`src/hw/acs_pkg.sv`:
```
// Functional notes
// - In 14-bit use, upper result register shows result bits 13:6.
// - In 8-bit use, upper register shows bits 7:0; lower register meaningless.
// - Lower register holds result bits 5:0; bits 7 and 6 read zero.
// - Enable set and single-pass clear converts continuously; enable clear stops.
// - Sweep bit picks one named channel (0) or all channels (1).
// - Code 00 converts the named channel repeatedly forever.
// - Code 01 converts channels 0 to 7 in order, looping forever.
// - Code 10 converts the named channel exactly once, then stops.
// - Code 11 converts channels 0 to 7 once each, then halts.
// - Bit 4 disables the input buffer when set; software keeps it zero.
// - Bit 3 swaps the two buffer amplifier inputs when set.
// - Bits 2:0 report a fixed silicon revision; writes do not change it.
// - Conversion channel field selects which analogue input is converted.
// - Readback channel field picks which stored result is shown.
// - Done flag in bit 7 of second config reads 1 after a conversion.
`default_nettype none
package acs_pkg;

    localparam logic [7:0] ADDR_RES_UPPER = 8'h07;
    localparam logic [7:0] ADDR_RES_LOWER = 8'h08;
    localparam logic [7:0] ADDR_MODE_CFG  = 8'h09;
    localparam logic [7:0] ADDR_CHAN_CFG  = 8'h0a;

    localparam int MODE_EN_BIT     = 7;
    localparam int MODE_ONCE_BIT   = 6;
    localparam int MODE_SWEEP_BIT  = 5;
    localparam int MODE_BUFDIS_BIT = 4;
    localparam int MODE_SWAP_BIT   = 3;
    localparam int CHAN_READY_BIT  = 7;
    localparam int CHAN_RDBK_LSB   = 3;
    localparam int CHAN_CONV_LSB   = 0;

    localparam logic [4:0] MODE_CFG_RST = 5'h00;
    localparam logic [2:0] CHAN_SEL_RST = 3'h0;

    localparam int NUM_CHANNELS = 8;
    localparam int CHAN_W       = 3;
    localparam int RESULT_W     = 14;

    typedef enum logic [2:0] {
        ACS_CH_ILIM  = 3'h0,
        ACS_CH_VIN   = 3'h1,
        ACS_CH_VBAT  = 3'h2,
        ACS_CH_OLIM  = 3'h3,
        ACS_CH_THERM = 3'h4,
        ACS_CH_DIE_T = 3'h5,
        ACS_CH_EXT   = 3'h6,
        ACS_CH_AGND  = 3'h7
    } acs_channel_e;

    function automatic logic [7:0] acs_upper(input logic [RESULT_W-1:0] r,
                                             input logic wide);
        return wide ? r[13:6] : r[7:0];
    endfunction : acs_upper

    function automatic logic [7:0] acs_lower(input logic [RESULT_W-1:0] r,
                                             input logic wide);
        return wide ? {2'b00, r[5:0]} : 8'h00;
    endfunction : acs_lower

endpackage : acs_pkg
`default_nettype wire

```
`src/hw/acs_mem_if.sv`:
```
`timescale 1ns/100ps
`default_nettype none
interface acs_mem_if #(
    parameter int W  = 14,
    parameter int AW = 3
);
    logic          we;
    logic [AW-1:0] waddr;
    logic [W-1:0]  wdata;
    logic [AW-1:0] raddr;
    logic [W-1:0]  rdata;

    modport writer (output we, waddr, wdata, raddr, input rdata);
    modport store  (input we, waddr, wdata, raddr, output rdata);
endinterface : acs_mem_if
`default_nettype wire

```
`src/hw/acs_result_mem.sv`:
```
`timescale 1ns/100ps
`default_nettype none
module acs_result_mem #(
    parameter int W     = 14,
    parameter int DEPTH = 8
) (
    input  wire logic  clk_i,
    input  wire logic  sys_rst_i,
    acs_mem_if.store   port
);
    import acs_pkg::*;

    if (W < 1 || DEPTH != (1 << CHAN_W))
        $error("DEPTH must cover every channel code exactly");

    logic [W-1:0]     mem [DEPTH];
    logic [DEPTH-1:0] valid_q;
    logic [W-1:0]     rdata_q;

    // ------------------------------------------------------------
    // Storage; unwritten entries read as zero.
    // ------------------------------------------------------------
    always_ff @(posedge clk_i)
    begin
        if (port.we)
            mem[port.waddr] <= port.wdata;
    end

    always_ff @(posedge clk_i)
    begin
        if (sys_rst_i)
            valid_q <= '0;
        else if (port.we)
            valid_q[port.waddr] <= 1'b1;
    end

    always_ff @(posedge clk_i)
    begin
        if (sys_rst_i)
            rdata_q <= '0;
        else
            rdata_q <= valid_q[port.raddr] ? mem[port.raddr] : '0;
    end

    assign port.rdata = rdata_q;
endmodule : acs_result_mem
`default_nettype wire

```
`src/hw/acs_sequencer.sv`:
```
`timescale 1ns/100ps
`default_nettype none
module acs_sequencer (
    input  wire logic                 clk_i,
    input  wire logic                 sys_rst_i,
    input  wire logic                 enable_i,
    input  wire logic                 once_i,
    input  wire logic                 sweep_i,
    input  wire logic [2:0]           chan_sel_i,
    input  wire logic                 rearm_i,
    input  wire logic                 done_i,
    output logic                      start_o,
    output acs_pkg::acs_channel_e     chan_o,
    output logic                      busy_o
);
    import acs_pkg::*;

    typedef enum logic [1:0] {SEQ_IDLE, SEQ_CONVERT, SEQ_HALT} acs_seq_e;

    acs_seq_e     state_q;
    acs_seq_e     state_d;
    logic [2:0]   chan_q;
    logic [2:0]   chan_d;
    logic         start_q;
    logic         start_d;

    wire [2:0] first_chan = sweep_i ? 3'h0 : chan_sel_i;
    wire       last_chan  = !sweep_i || (chan_q == 3'h7);

    // ------------------------------------------------------------
    // Conversion sequencing.
    // ------------------------------------------------------------
    always_comb
    begin
        state_d = state_q;
        chan_d  = chan_q;
        start_d = 1'b0;
        case (state_q)
            SEQ_IDLE:
            begin
                if (enable_i)
                begin
                    chan_d  = first_chan;
                    start_d = 1'b1;
                    state_d = SEQ_CONVERT;
                end
            end
            SEQ_CONVERT:
            begin
                if (!enable_i)
                    state_d = SEQ_IDLE;
                else if (done_i)
                begin
                    if (!last_chan)
                    begin
                        chan_d  = chan_q + 3'h1;
                        start_d = 1'b1;
                    end
                    else if (once_i)
                        state_d = SEQ_HALT;
                    else
                    begin
                        chan_d  = first_chan;
                        start_d = 1'b1;
                    end
                end
            end
            SEQ_HALT:
            begin
                if (!enable_i || rearm_i)
                    state_d = SEQ_IDLE;
            end
            default:
                state_d = SEQ_IDLE;
        endcase
    end

    always_ff @(posedge clk_i)
    begin
        if (sys_rst_i)
        begin
            state_q <= SEQ_IDLE;
            chan_q  <= CHAN_SEL_RST;
            start_q <= 1'b0;
        end
        else
        begin
            state_q <= state_d;
            chan_q  <= chan_d;
            start_q <= start_d;
        end
    end

    assign start_o = start_q;
    assign chan_o  = acs_channel_e'(chan_q);
    assign busy_o  = (state_q == SEQ_CONVERT);
endmodule : acs_sequencer
`default_nettype wire

```
`src/hw/acs_top.sv`:
```
`timescale 1ns/100ps
`default_nettype none
module acs_top #(
    parameter int         RESULT_BITS  = 14,
    parameter logic [2:0] SILICON_REV  = 3'h0 // Value is arbitrary.
) (
    input  wire logic                          clk_i,
    input  wire logic                          sys_rst_i,
    input  wire logic [7:0]                    reg_addr_i,
    input  wire logic                          reg_wr_i,
    input  wire logic [7:0]                    reg_wdata_i,
    input  wire logic                          reg_rd_i,
    output logic [7:0]                         reg_rdata_o,
    input  wire logic                          conv_done_i,
    input  wire logic [acs_pkg::RESULT_W-1:0]  conv_data_i,
    output logic                               adc_enable_o,
    output logic                               conv_start_o,
    output acs_pkg::acs_channel_e              conv_channel_o,
    output logic                               input_buffer_disable_o,
    output logic                               input_swap_o,
    output logic                               conv_busy_o
);
    import acs_pkg::*;

    if (RESULT_BITS != 8 && RESULT_BITS != 14)
        $error("RESULT_BITS must be 8 or 14");

    localparam logic WIDE = (RESULT_BITS == 14);

    logic [4:0]           mode_q;
    logic [2:0]           readback_channel_field_q;
    logic [2:0]           conversion_channel_field_q;
    logic                 ready_q;
    logic [7:0]           rdata_q;
    logic                 done_s1_q;
    logic                 done_s2_q;
    logic                 done_s3_q;
    logic [RESULT_W-1:0]  data_s1_q;
    logic [RESULT_W-1:0]  data_s2_q;
    logic                 seq_start;
    acs_channel_e         seq_chan;
    logic                 seq_busy;

    acs_mem_if #(.W(RESULT_W), .AW(CHAN_W)) mem_bus ();

    // ------------------------------------------------------------
    // Register decode.
    // ------------------------------------------------------------
    wire wr_mode  = reg_wr_i && (reg_addr_i == ADDR_MODE_CFG);
    wire wr_chan  = reg_wr_i && (reg_addr_i == ADDR_CHAN_CFG);
    wire rd_upper = reg_rd_i && (reg_addr_i == ADDR_RES_UPPER);

    wire adc_enable           = mode_q[MODE_EN_BIT - 3];
    wire adc_once             = mode_q[MODE_ONCE_BIT - 3];
    wire all_channel_sweep    = mode_q[MODE_SWEEP_BIT - 3];
    wire input_buffer_disable = mode_q[MODE_BUFDIS_BIT - 3];
    wire input_swap           = mode_q[MODE_SWAP_BIT - 3];

    wire done_pulse = done_s2_q && !done_s3_q;

    wire [7:0] mode_rd = {mode_q, SILICON_REV};
    wire [7:0] chan_rd = {ready_q, 1'b0, readback_channel_field_q,
                          conversion_channel_field_q};
    wire [7:0] upper_rd = acs_upper(mem_bus.rdata, WIDE);
    wire [7:0] lower_rd = acs_lower(mem_bus.rdata, WIDE);

    wire [7:0] rd_mux =
        (reg_addr_i == ADDR_RES_UPPER) ? upper_rd :
        (reg_addr_i == ADDR_RES_LOWER) ? lower_rd :
        (reg_addr_i == ADDR_MODE_CFG)  ? mode_rd  :
        (reg_addr_i == ADDR_CHAN_CFG)  ? chan_rd  : 8'h00;

    // ------------------------------------------------------------
    // Configuration registers.
    // ------------------------------------------------------------
    always_ff @(posedge clk_i)
    begin
        if (sys_rst_i)
            mode_q <= MODE_CFG_RST;
        else if (wr_mode)
            mode_q <= reg_wdata_i[7:3];
    end

    always_ff @(posedge clk_i)
    begin
        if (sys_rst_i)
        begin
            readback_channel_field_q   <= CHAN_SEL_RST;
            conversion_channel_field_q <= CHAN_SEL_RST;
        end
        else if (wr_chan)
        begin
            readback_channel_field_q   <= reg_wdata_i[CHAN_RDBK_LSB +: 3];
            conversion_channel_field_q <= reg_wdata_i[CHAN_CONV_LSB +: 3];
        end
    end

    // Done flag: set on each finished conversion, cleared by reading the
    // upper result register; a set in the same cycle wins.
    always_ff @(posedge clk_i)
    begin
        if (sys_rst_i)
            ready_q <= 1'b0;
        else if (done_pulse)
            ready_q <= 1'b1;
        else if (rd_upper)
            ready_q <= 1'b0;
    end

    always_ff @(posedge clk_i)
    begin
        if (sys_rst_i)
            rdata_q <= 8'h00;
        else if (reg_rd_i)
            rdata_q <= rd_mux;
    end

    // ------------------------------------------------------------
    // Converter input synchronisers.
    // ------------------------------------------------------------
    always_ff @(posedge clk_i)
    begin
        if (sys_rst_i)
        begin
            done_s1_q <= 1'b0;
            done_s2_q <= 1'b0;
            done_s3_q <= 1'b0;
            data_s1_q <= '0;
            data_s2_q <= '0;
        end
        else
        begin
            done_s1_q <= conv_done_i;
            done_s2_q <= done_s1_q;
            done_s3_q <= done_s2_q;
            data_s1_q <= conv_data_i;
            data_s2_q <= data_s1_q;
        end
    end

    // ------------------------------------------------------------
    // Sequencer and result store.
    // ------------------------------------------------------------
    acs_sequencer u_seq (
        .clk_i      (clk_i),
        .sys_rst_i  (sys_rst_i),
        .enable_i   (adc_enable),
        .once_i     (adc_once),
        .sweep_i    (all_channel_sweep),
        .chan_sel_i (conversion_channel_field_q),
        .rearm_i    (wr_mode),
        .done_i     (done_pulse && seq_busy),
        .start_o    (seq_start),
        .chan_o     (seq_chan),
        .busy_o     (seq_busy)
    );

    assign mem_bus.we    = done_pulse && seq_busy;
    assign mem_bus.waddr = seq_chan;
    assign mem_bus.wdata = data_s2_q;
    assign mem_bus.raddr = readback_channel_field_q;

    acs_result_mem #(.W(RESULT_W), .DEPTH(NUM_CHANNELS)) u_mem (
        .clk_i     (clk_i),
        .sys_rst_i (sys_rst_i),
        .port      (mem_bus)
    );

    assign reg_rdata_o            = rdata_q;
    assign adc_enable_o           = adc_enable;
    assign conv_start_o           = seq_start;
    assign conv_channel_o         = seq_chan;
    assign input_buffer_disable_o = input_buffer_disable;
    assign input_swap_o           = input_swap;
    assign conv_busy_o            = seq_busy;
endmodule : acs_top
`default_nettype wire

```
`config.mk`:
```
export PLATFORM = sky130hd
export DESIGN_NAME = acs_top
export DESIGN_NICKNAME = d
export VERILOG_FILES = /design/src/hw/acs_pkg.sv /design/src/hw/acs_mem_if.sv /design/src/hw/acs_result_mem.sv /design/src/hw/acs_sequencer.sv /design/src/hw/acs_top.sv
export SDC_FILE = /design/constraint.sdc
export NUM_CORES = 1
export LEC_CHECK = 0
export BUFFER_PORTS_ARGS = -buffer_cell sky130_fd_sc_hd__buf_2
export CORE_UTILIZATION = 50
export DETAILED_ROUTE_END_ITERATION = 8
export PLACE_DENSITY = 0.77
export SKIP_LAST_GASP = 1
export SLEW_MARGIN = 20
export SYNTH_ARGS = -nofsm -noshare
export SYNTH_HDL_FRONTEND = slang
export SYNTH_SLANG_ARGS = --single-unit
```
`constraint.sdc`:
```
create_clock -name clk_i -period 2.3 [get_ports clk_i]
set_clock_uncertainty 0.1 [all_clocks]
set_input_delay 0.575 -clock clk_i [delete_from_list [all_inputs] [get_ports clk_i]]
set_output_delay 0.575 -clock clk_i [all_outputs]
set_load 0.05 [all_outputs]
```
# ---- After elaboration in Yosys (flattened, before gate mapping)
# Memory sizes are Yosys's and may differ from the RTL's. A register that Yosys moved wholly into a read port is not among the register bits.
# Cells that the tools add are included.
dict set report classes {
  add_sub_neg 1
  n_eq_ne 15
  bitwise_logic 2
  muxes 32
  magnitude_cmp 3
  n_reduce_logical 17
}
# op n
set op_table {}
lappend op_table {{$mux W8} 4}
lappend op_table {{$eq A8 B4 Y1 const B} 3}
lappend op_table {{$mux W3} 6}
lappend op_table {{$mux W2} 6}
lappend op_table {{$mux W1} 11}
lappend op_table {{$reduce_and A5 Y1} 2}
lappend op_table {{$eq A8 B3 Y1 const B} 1}
lappend op_table {{$lt A3 B4 Y1 const B} 2}
lappend op_table {{$or A8 B8 Y8} 1}
lappend op_table {{$logic_and A1 B1 Y1} 6}
lappend op_table {{$ne A3 B2 Y1 const B} 2}
lappend op_table {{$ne A3 B3 Y1 const B} 2}
lappend op_table {{$pmux W2 S3} 1}
lappend op_table {{$pmux W3 S2} 1}
lappend op_table {{$ne A2 B1 Y1 const B} 2}
lappend op_table {{$ne A2 B2 Y1 const B} 2}
lappend op_table {{$reduce_bool A2 Y1} 2}
lappend op_table {{$add A3 B1 Y3 const B} 1}
lappend op_table {{$bmux W1 S3} 1}
lappend op_table {{$demux W1 S3} 1}
lappend op_table {{$eq A3 B3 Y1 const B} 1}
lappend op_table {{$ge A3 B1 Y1 const B} 1}
lappend op_table {{$logic_not A1 Y1} 3}
lappend op_table {{$eq A2 B1 Y1 const B} 1}
lappend op_table {{6 further kinds} 7}
dict set report totals {
  output_inout_bits 16
  inputBits 35
  memories 1
  ramBits 112
  regBits 65
}
# memory depth word_bits rd rd_ports_with_merged_regs wr line_no
set mem_list {}
lappend mem_list {u_mem.mem 8 14 1 1 1 acs_result_mem.sv:16} ;# logic [W-1:0] mem [DEPTH];

# ---- Logic depth before layout (Yosys ltp)
# Gate-level depths: netlist of run 1.
dict set report logic_depth {
  ltp_word 6
  mapped_depth 7
  mapped_depth_nobuf 6
}

# ---- Modules after synthesis
# A second synthesis of run 1 with hierarchy kept.
dict set report unflattened {
  hier_cells 449
  hier_area_um2 7259.5
}
# module area_per_inst_um2 seq_area_each_um2 cells_each n_inst
set by_module_without_submodules {}
lappend by_module_without_submodules {acs_result_mem 4992.3 3803.6 232 1}
lappend by_module_without_submodules {acs_top 1924.3 1021.0 182 1}
lappend by_module_without_submodules {acs_sequencer 342.8 120.1 35 1}

# ---- Worst setup path after synthesis of run 1
# OpenSTA, ideal clock, no wires.
dict set report synth_path {
  path_kind {reg2reg}
  from {register u_seq.state_q[0]}
  to {memory u_mem.mem[1][0] (enable)}
  path_stages_with_launch 4
  t_arrival_ns 2.563
  slack_ns -0.769
  synth_period_minus_slack_ns 3.069
  required_time_ns 1.795
  path_cell_list {dfxtp_1 -> nor2b_1 -> nand3_1 -> nor3_1}
}
dict set report synth_between {
  elab_chain_cells 4
}
# element line_no
set synth_lines {}
lappend synth_lines {{start, declared} acs_sequencer.sv:20} ;# acs_seq_e state_q;
lappend synth_lines {{start signal, assigned} acs_sequencer.sv:88} ;# state_q <= state_d;
lappend synth_lines {{$eq A2 B1 Y1} acs_sequencer.sv:96} ;# assign busy_o = (state_q == SEQ_CONVERT);
lappend synth_lines {{net conv_busy_o} acs_top.sv:21} ;# output logic conv_busy_o
lappend synth_lines {{$logic_and A1 B1 Y1} acs_top.sv:158} ;# assign mem_bus.we = done_pulse && seq_busy;
lappend synth_lines {{$mux W1} acs_result_mem.sv:25} ;# if (port.we)
lappend synth_lines {{$mux W1 (not written as such)} acs_result_mem.sv:26} ;# mem[port.waddr] <= port.wdata;
lappend synth_lines {{end, declared} acs_result_mem.sv:16}
# The timed path passes the listed nets, and every way through them passes these cells.

# ---- Final worst setup path of run 1
dict set report layout_path {
  from {register u_seq.state_q[0]}
  to {output port conv_busy_o}
}
dict set report layout_between {
  elab_chain_cells 1
}
# element line_no
set layout_lines {}
lappend layout_lines {{$eq A2 B1 Y1} acs_sequencer.sv:96}
lappend layout_lines {{end, declared} acs_top.sv:21}
# Every way passes these cells.

==> results of run 1 <==
synth_stat cells, types with 3 or more instances:
| library cell | instances |
|---|---|
| sky130_fd_sc_hd__a21oi_1 | 12 |
| sky130_fd_sc_hd__a311oi_1 | 3 |
| sky130_fd_sc_hd__o21ba_2 | 5 |
| sky130_fd_sc_hd__mux2i_1 | 30 |
| sky130_fd_sc_hd__inv_1 | 4 |
| sky130_fd_sc_hd__a31oi_1 | 4 |
| sky130_fd_sc_hd__a21o_1 | 3 |
| sky130_fd_sc_hd__o21ai_0 | 8 |
| sky130_fd_sc_hd__mux2_2 | 6 |
| sky130_fd_sc_hd__nand3_1 | 8 |
| sky130_fd_sc_hd__clkbuf_1 | 12 |
| sky130_fd_sc_hd__nor3_1 | 5 |
| sky130_fd_sc_hd__nor2_1 | 44 |
| sky130_fd_sc_hd__mux4_2 | 29 |
| sky130_fd_sc_hd__nand2_1 | 11 |
| sky130_fd_sc_hd__dfxtp_1 | 79 |
| sky130_fd_sc_hd__edfxtp_1 | 112 |
| sky130_fd_sc_hd__nand2b_1 | 7 |
| sky130_fd_sc_hd__buf_2 | 7 |
| sky130_fd_sc_hd__nor2b_1 | 41 |
worst min path at each step:
stage / startpoint / end / slack (ns) / cells after the start
finish: conv_data_i[6] / data_s1_q[6] / 0.26 / 2
global route: conv_data_i[0] / data_s1_q[0] / 0.25 / 2
CTS: conv_data_i[7] / data_s1_q[7] / 0.24 / 2
detailed placement: data_s1_q[5] / data_s2_q[5] / 0.32 / 1
global placement: data_s1_q[11] / data_s2_q[11] / 0.32 / 1
floorplan: data_s1_q[0] / data_s2_q[0] / 0.31 / 1
cell type report:
cell class	instances	area, um^2
Inverter	4	15.0
Multi-Input combinational cell	235	2020
Tap cell	180	225
Timing Repair Buffer	69	418
Clock inverter	14	151
Fill cell	1031	5620
Clock buffer	18	439
Sequential cell	191	4950
logic make-up after synthesis:
family                     count (synthesis)  share of synthesized area
DFF                                      191                      0.701
muxes                                     65                      0.145
and+or+nand+nor                          129                     0.0987
adders and majority gates                  2                    0.00354
AOI/OAI and AO/OA                         39                     0.0369
buffers and inverters                     25                     0.0156
per-stage QoR:
step,setup slack [ns],util
after global routing,0.188,0.594
after global placement,0.400,0.551
after CTS,0.250,0.594
after floorplan,-0.0146,-
final,0.264,0.594
after detailed placement,0.325,0.551
cell usage in the layout, fill, tap and decap left out, types with 5 or more instances in the layout:
cell type,n
sky130_fd_sc_hd__nor2b_1,40
sky130_fd_sc_hd__mux2_2,6
sky130_fd_sc_hd__edfxtp_1,112
sky130_fd_sc_hd__buf_4,17
sky130_fd_sc_hd__dfxtp_1,78
sky130_fd_sc_hd__mux2i_1,30
sky130_fd_sc_hd__nand2b_1,7
sky130_fd_sc_hd__buf_2,50
sky130_fd_sc_hd__o21ba_2,5
sky130_fd_sc_hd__mux4_2,29
sky130_fd_sc_hd__nand3_1,8
sky130_fd_sc_hd__a21oi_1,12
sky130_fd_sc_hd__o21ai_0,8
sky130_fd_sc_hd__nand2_1,11
sky130_fd_sc_hd__nor2_1,44
sky130_fd_sc_hd__clkbuf_16,17
power groups by stage:
stage                     combinational (mW)  sequential, mW  clock [mW]
after floorplan                       0.0627            3.73           0
after global placement                 0.121            3.73           0
after detailed placement               0.125            3.73           0
after CTS                              0.125            3.65        2.95
after global routing                   0.136            3.66        3.08
final                                  0.124            3.65        2.90
per-layer routing:
layer  wire (um)  GRT usage  vias to the layer above
li1            -          -                     1813
met5           0          0                        -
met4         145     0.0810                        0
met3         649     0.0472                       10
met2        6990      0.341                      114
met1        5580      0.233                     1885
sequential cells by signal, summed over array words and instances, names as in the netlist:
register and count:
u_seq.chan_o 3, u_mem.mem 112, ready_q 1, u_mem.port.rdata 14
u_seq.state_q 2, u_seq.start_o 1, done_s1_q 1, mem_bus.raddr 3
mode_q 5, data_s1_q 14, done_s3_q 1, conversion_channel_field_q 3
reg_rdata_o 8, done_s2_q 1, u_mem.valid_q 8, data_s2_q 14
==> impl_metrics.ini, run 1 <==
[grt]
first_global_vias = 3732
grt_pass1_wl_um = 20300
grt_start_max_net_pins = 25
grt_util_all_layers = 0.196
grt.overflow.total = 0
antenna_found_initial = 0

[setup_path]
ff2ff_setup_slack_ns = 0.33
cp_num_buf_inv = 1
required_ns = 1.62
critical_path.endpoint_type = output port
critical_path_peak_fanout = 5
timing.critical_path.slowest_stage_cell = sky130_fd_sc_hd__dfxtp_1
r2r_cells = 7
startpoint_of_the_lowest_slack_register_to_register_path = u_seq.chan_o[1]
path_delay_family = flip-flops
worstSetupPathDepth = 2
r2r-end = u_seq.chan_o[0]
crit_path_end = conv_busy_o
worst_setup_path_class = flip-flop to output port
crit_chain = nor2b_2 -> buf_2
crit_path_start = u_seq.state_q[0]
critPathMaxStageDelay_ns = 0.37
crit_path_start_kind = flip-flop
critical_path_arrival_ns = 1.36

[flow_run]
max_cap_violations = 0

[logic_synthesis]
asyncSetResetFlopFracSynth = 0
synth_area_per_cell_um2 = 15.6
ys_warn_count = 0
netlist_area_um2 = 7060
seq_area_frac_synth = 0.701
mappedNetlistNets = 488
synth.largest_area_cell = sky130_fd_sc_hd__edfxtp_1
synth.ff_latch_count = 191
post_synth_main_area_contributors = sky130_fd_sc_hd__edfxtp_1 (48%), sky130_fd_sc_hd__dfxtp_1 (22%), sky130_fd_sc_hd__mux4_2 (9.3%), sky130_fd_sc_hd__mux2i_1 (4.3%), sky130_fd_sc_hd__nor2b_1 (3.6%)
synthFlopType = sky130_fd_sc_hd__edfxtp_1
synth-edff-count = 112
area_fraction_of_the_dominant_cell_type_after_synthesis = 0.477
netlist_instances = 451
count_of_unique_library_cells_instantiated_by_yosys = 36

[final_layout]
fin_nets = 555
drive_gt1_frac = 0.281
final_area_um2 = 8210
num_antenna_cells = 0
fin_cells = 711
area.growth.synth_to_final_pct = 16.3

[timing]
final_hold_viol_count = 0
number_of_failing_setup_endpoints_in_the_final_timing_report = 0
fin_crit_sh = 0.885
min_period_ns = 2.04
max-slew-margin-rel = 0.570
worst-slew-pin-transition_ns = 0.643
timing.fmax_mhz = 491
finalMaxSlewViolations = 0
unrepaired_setup_endpoints_after_global_routing = no
hold_slack_ns = 0.258
tns_ns = 0

[routing]
via_count = 3822
drt_iter0_drc = 322
wl_um = 13400
final_antenna_net_count = 0
average_vias_per_placed_instance = 5.38
detail_route.first_pass.iterations = 4
wl_per_cell_um = 18.8
drcViolationCount = 0

[floorplan]
die_y_um = 121
die-area_um2 = 14600
die_x_um = 121
initial_utilization = 0.510
ioPinCount = 51
rows = 43
core_region_area_um2 = 13800

[clock_tree]
post_cts.repair.setup_buffers = 0
cts.sinks = 191
clk_tree_root_cell = sky130_fd_sc_hd__clkbuf_16
clk-insertion-delay-late_ns = 0.42
cts_inserted_buffers = 17
cts.repair.resized = 0
clockBufferDepth = 2
htree_depth = 4
cts_tree = done
ctsHoldBuffers = 0
cts.reportedPaths.clkPinSlew_ns = 0.07

[place]
place_area_um2 = 7620
numPlacedInstances = 679
hpwlAfterDp_um = 8110
finalWeightedCongestion = 0.848
port_buffers = 50

[power]
power.leakage_nw = 2.97
combPwrFrac = 0.019
peakVddDrop_mv = 0.611
p_int_mw = 5.33
report.power.total_mw = 6.68
power_frac_clock = 0.434
pwr-share-seq = 0.547
power_density_cells_nw_per_um2 = 813
power_switching_mw = 1.34
power.share.switching = 0.201

[min_path]
worst_hold_path_type = input port to flip-flop

[run_status]
run_status = complete, no violations
No activity file was read; power rests on OpenSTA's default activity.
==> run 2: changes to the inputs <==
Settings changed: CORE_UTILIZATION 50 to 53, PLACE_DENSITY 0.77 to 0.8.
==> run 2 against run 1 <==
Against the previous run:
- first-iteration DRC count down 3.7%
- highest routed layer unchanged
- die area down 5.6%
- count of clock-buffer cells in the layout up 2
- sequential power about the same
- final cell count down 1.3%
==> impl_metrics.ini, run 2 (synthesis results as in run 1) <==
[run_status]
run_status = complete, no violations

[place]
post-place-ws_ns = 0.268
finalWeightedCongestion = 0.847
port_buffers = 50
hpwlAfterDp_um = 8140

[flow_run]
max_cap_violations = 0

[floorplan]
die_y_um = 117
rows = 41
ioPinCount = 51
die_x_um = 117
initial_utilization = 0.550
die-area_um2 = 13800
core_region_area_um2 = 12800

[setup_path]
timing.critical_path.slowest_stage_cell = sky130_fd_sc_hd__dfxtp_1
critPathMaxStageDelay_ns = 0.37
path_delay_family = flip-flops
required_ns = 1.62
cp_num_buf_inv = 1
critical_path_arrival_ns = 1.34
worst_setup_path_class = flip-flop to output port
critical_path_peak_fanout = 5
crit_chain = nor2b_2 -> buf_2
critical_path.endpoint_type = output port
crit_path_start_kind = flip-flop

[clock_tree]
cts_inserted_buffers = 17
post_cts.repair.setup_buffers = 0
cts.sinks = 191
clockBufferDepth = 2
htree_depth = 4
clk-insertion-delay-late_ns = 0.42
cts_tree = done
cts.reportedPaths.clkPinSlew_ns = 0.06
clk_tree_root_cell = sky130_fd_sc_hd__clkbuf_16
ctsHoldBuffers = 0
cts.repair.resized = 0

[routing]
drcViolationCount = 0
detail_route.first_pass.iterations = 4
wl_um = 13300
via_count = 3903
drt_iter0_drc = 310
average_vias_per_placed_instance = 5.56
final_antenna_net_count = 0
wl_per_cell_um = 19.0

[power]
power.leakage_nw = 2.92
power_density_cells_nw_per_um2 = 778
peakVddDrop_mv = 0.515

[grt]
grt.overflow.total = 0
grt_pass1_wl_um = 20900
first_global_vias = 3925
grt_util_all_layers = 0.209
grt_start_max_net_pins = 34
antenna_found_initial = 0

[final_layout]
area.growth.synth_to_final_pct = 14.7
layout.cells.most_common_list = sky130_fd_sc_hd__edfxtp_1 (112), sky130_fd_sc_hd__dfxtp_1 (78), sky130_fd_sc_hd__buf_2 (50), sky130_fd_sc_hd__nor2_1 (44), sky130_fd_sc_hd__nor2b_1 (40)
layout.cells.most_common = sky130_fd_sc_hd__edfxtp_1
drive_gt1_frac = 0.270
registers.top_by_ff_count = u_mem.mem
final_util = 0.631
ff_latch_area_um2 = 4950
multi_input_gate_area_in_the_final_layout_um2 = 2020
largest_reg_flops = 112
num_antenna_cells = 0
fillers = 903
fin_nets = 554

[timing]
timing.fmax_mhz = 495
worst-slew-pin-transition_ns = 0.605
finalMaxSlewViolations = 0
min_period_ns = 2.02
setup_ws_ns = 0.280
unrepaired_setup_endpoints_after_global_routing = no
fin_crit_sh = 0.878
number_of_failing_setup_endpoints_in_the_final_timing_report = 0
final_hold_viol_count = 0
max-slew-margin-rel = 0.595

[min_path]
worst_hold_path_type = input port to flip-flop
## run 2: cell types whose count changed in the layout (fill, tap and decap cells not counted), moves of 2 or more
cell	before	now
sky130_fd_sc_hd__clkbuf_1	0	3
sky130_fd_sc_hd__clkinv_1	2	4
sky130_fd_sc_hd__bufinv_16	2	0
sky130_fd_sc_hd__inv_8	2	0
## run 2: worst paths after layout
path                            cells after the start             start              end  slack, ns
worst max-delay path                                2  u_seq.state_q[0]      conv_busy_o       0.28
worst min-delay path                                2    conv_data_i[0]     data_s1_q[0]       0.26
worst max register to register                      7   u_seq.chan_o[1]  u_seq.chan_o[2]       0.34
worst min register to register                      1      data_s1_q[0]     data_s2_q[0]       0.34
## run 2: power breakdown
| part | leakage (nW) | internal (mW) | switching (mW) |
|---|---|---|---|
| Clock | 0.245 | 1.37 | 1.16 |
| Combinational | 0.996 | 0.0531 | 0.0708 |
| Sequential | 1.68 | 3.63 | 0.0232 |
## run 2: final cells by class
class | count | area share
Clock inverter | 12 | 0.00850
Clock buffer | 20 | 0.0539
Multi-Input combinational cell | 235 | 0.249
Sequential cell | 191 | 0.611
Timing Repair Buffer | 68 | 0.0491
Tap cell | 172 | 0.0266
Inverter | 4 | 0.00185
## run 2: metal layers
layer / track usage / wire length [um] / share of wire
met1: 0.253 / 5480 / 0.41
met4: 0.101 / 327 / 0.025
met3: 0.0589 / 898 / 0.067
met5: 0 / 0 / 0
met2: 0.345 / 6620 / 0.50
## run 2: through the flow
step                      instances  instance area, um^2  TNS [ns]  power [mW]  hold slack (ns)
final                           702                 8100         0        6.30            0.257
after detailed placement        670                 7590         0        3.85            0.327
after floorplan                 451                 7070    -0.820        3.79            0.314
after global routing            702                 8100         0        6.50            0.247
after CTS                       702                 8100         0        6.35            0.245
after global placement          670                 7590         0        3.85            0.317
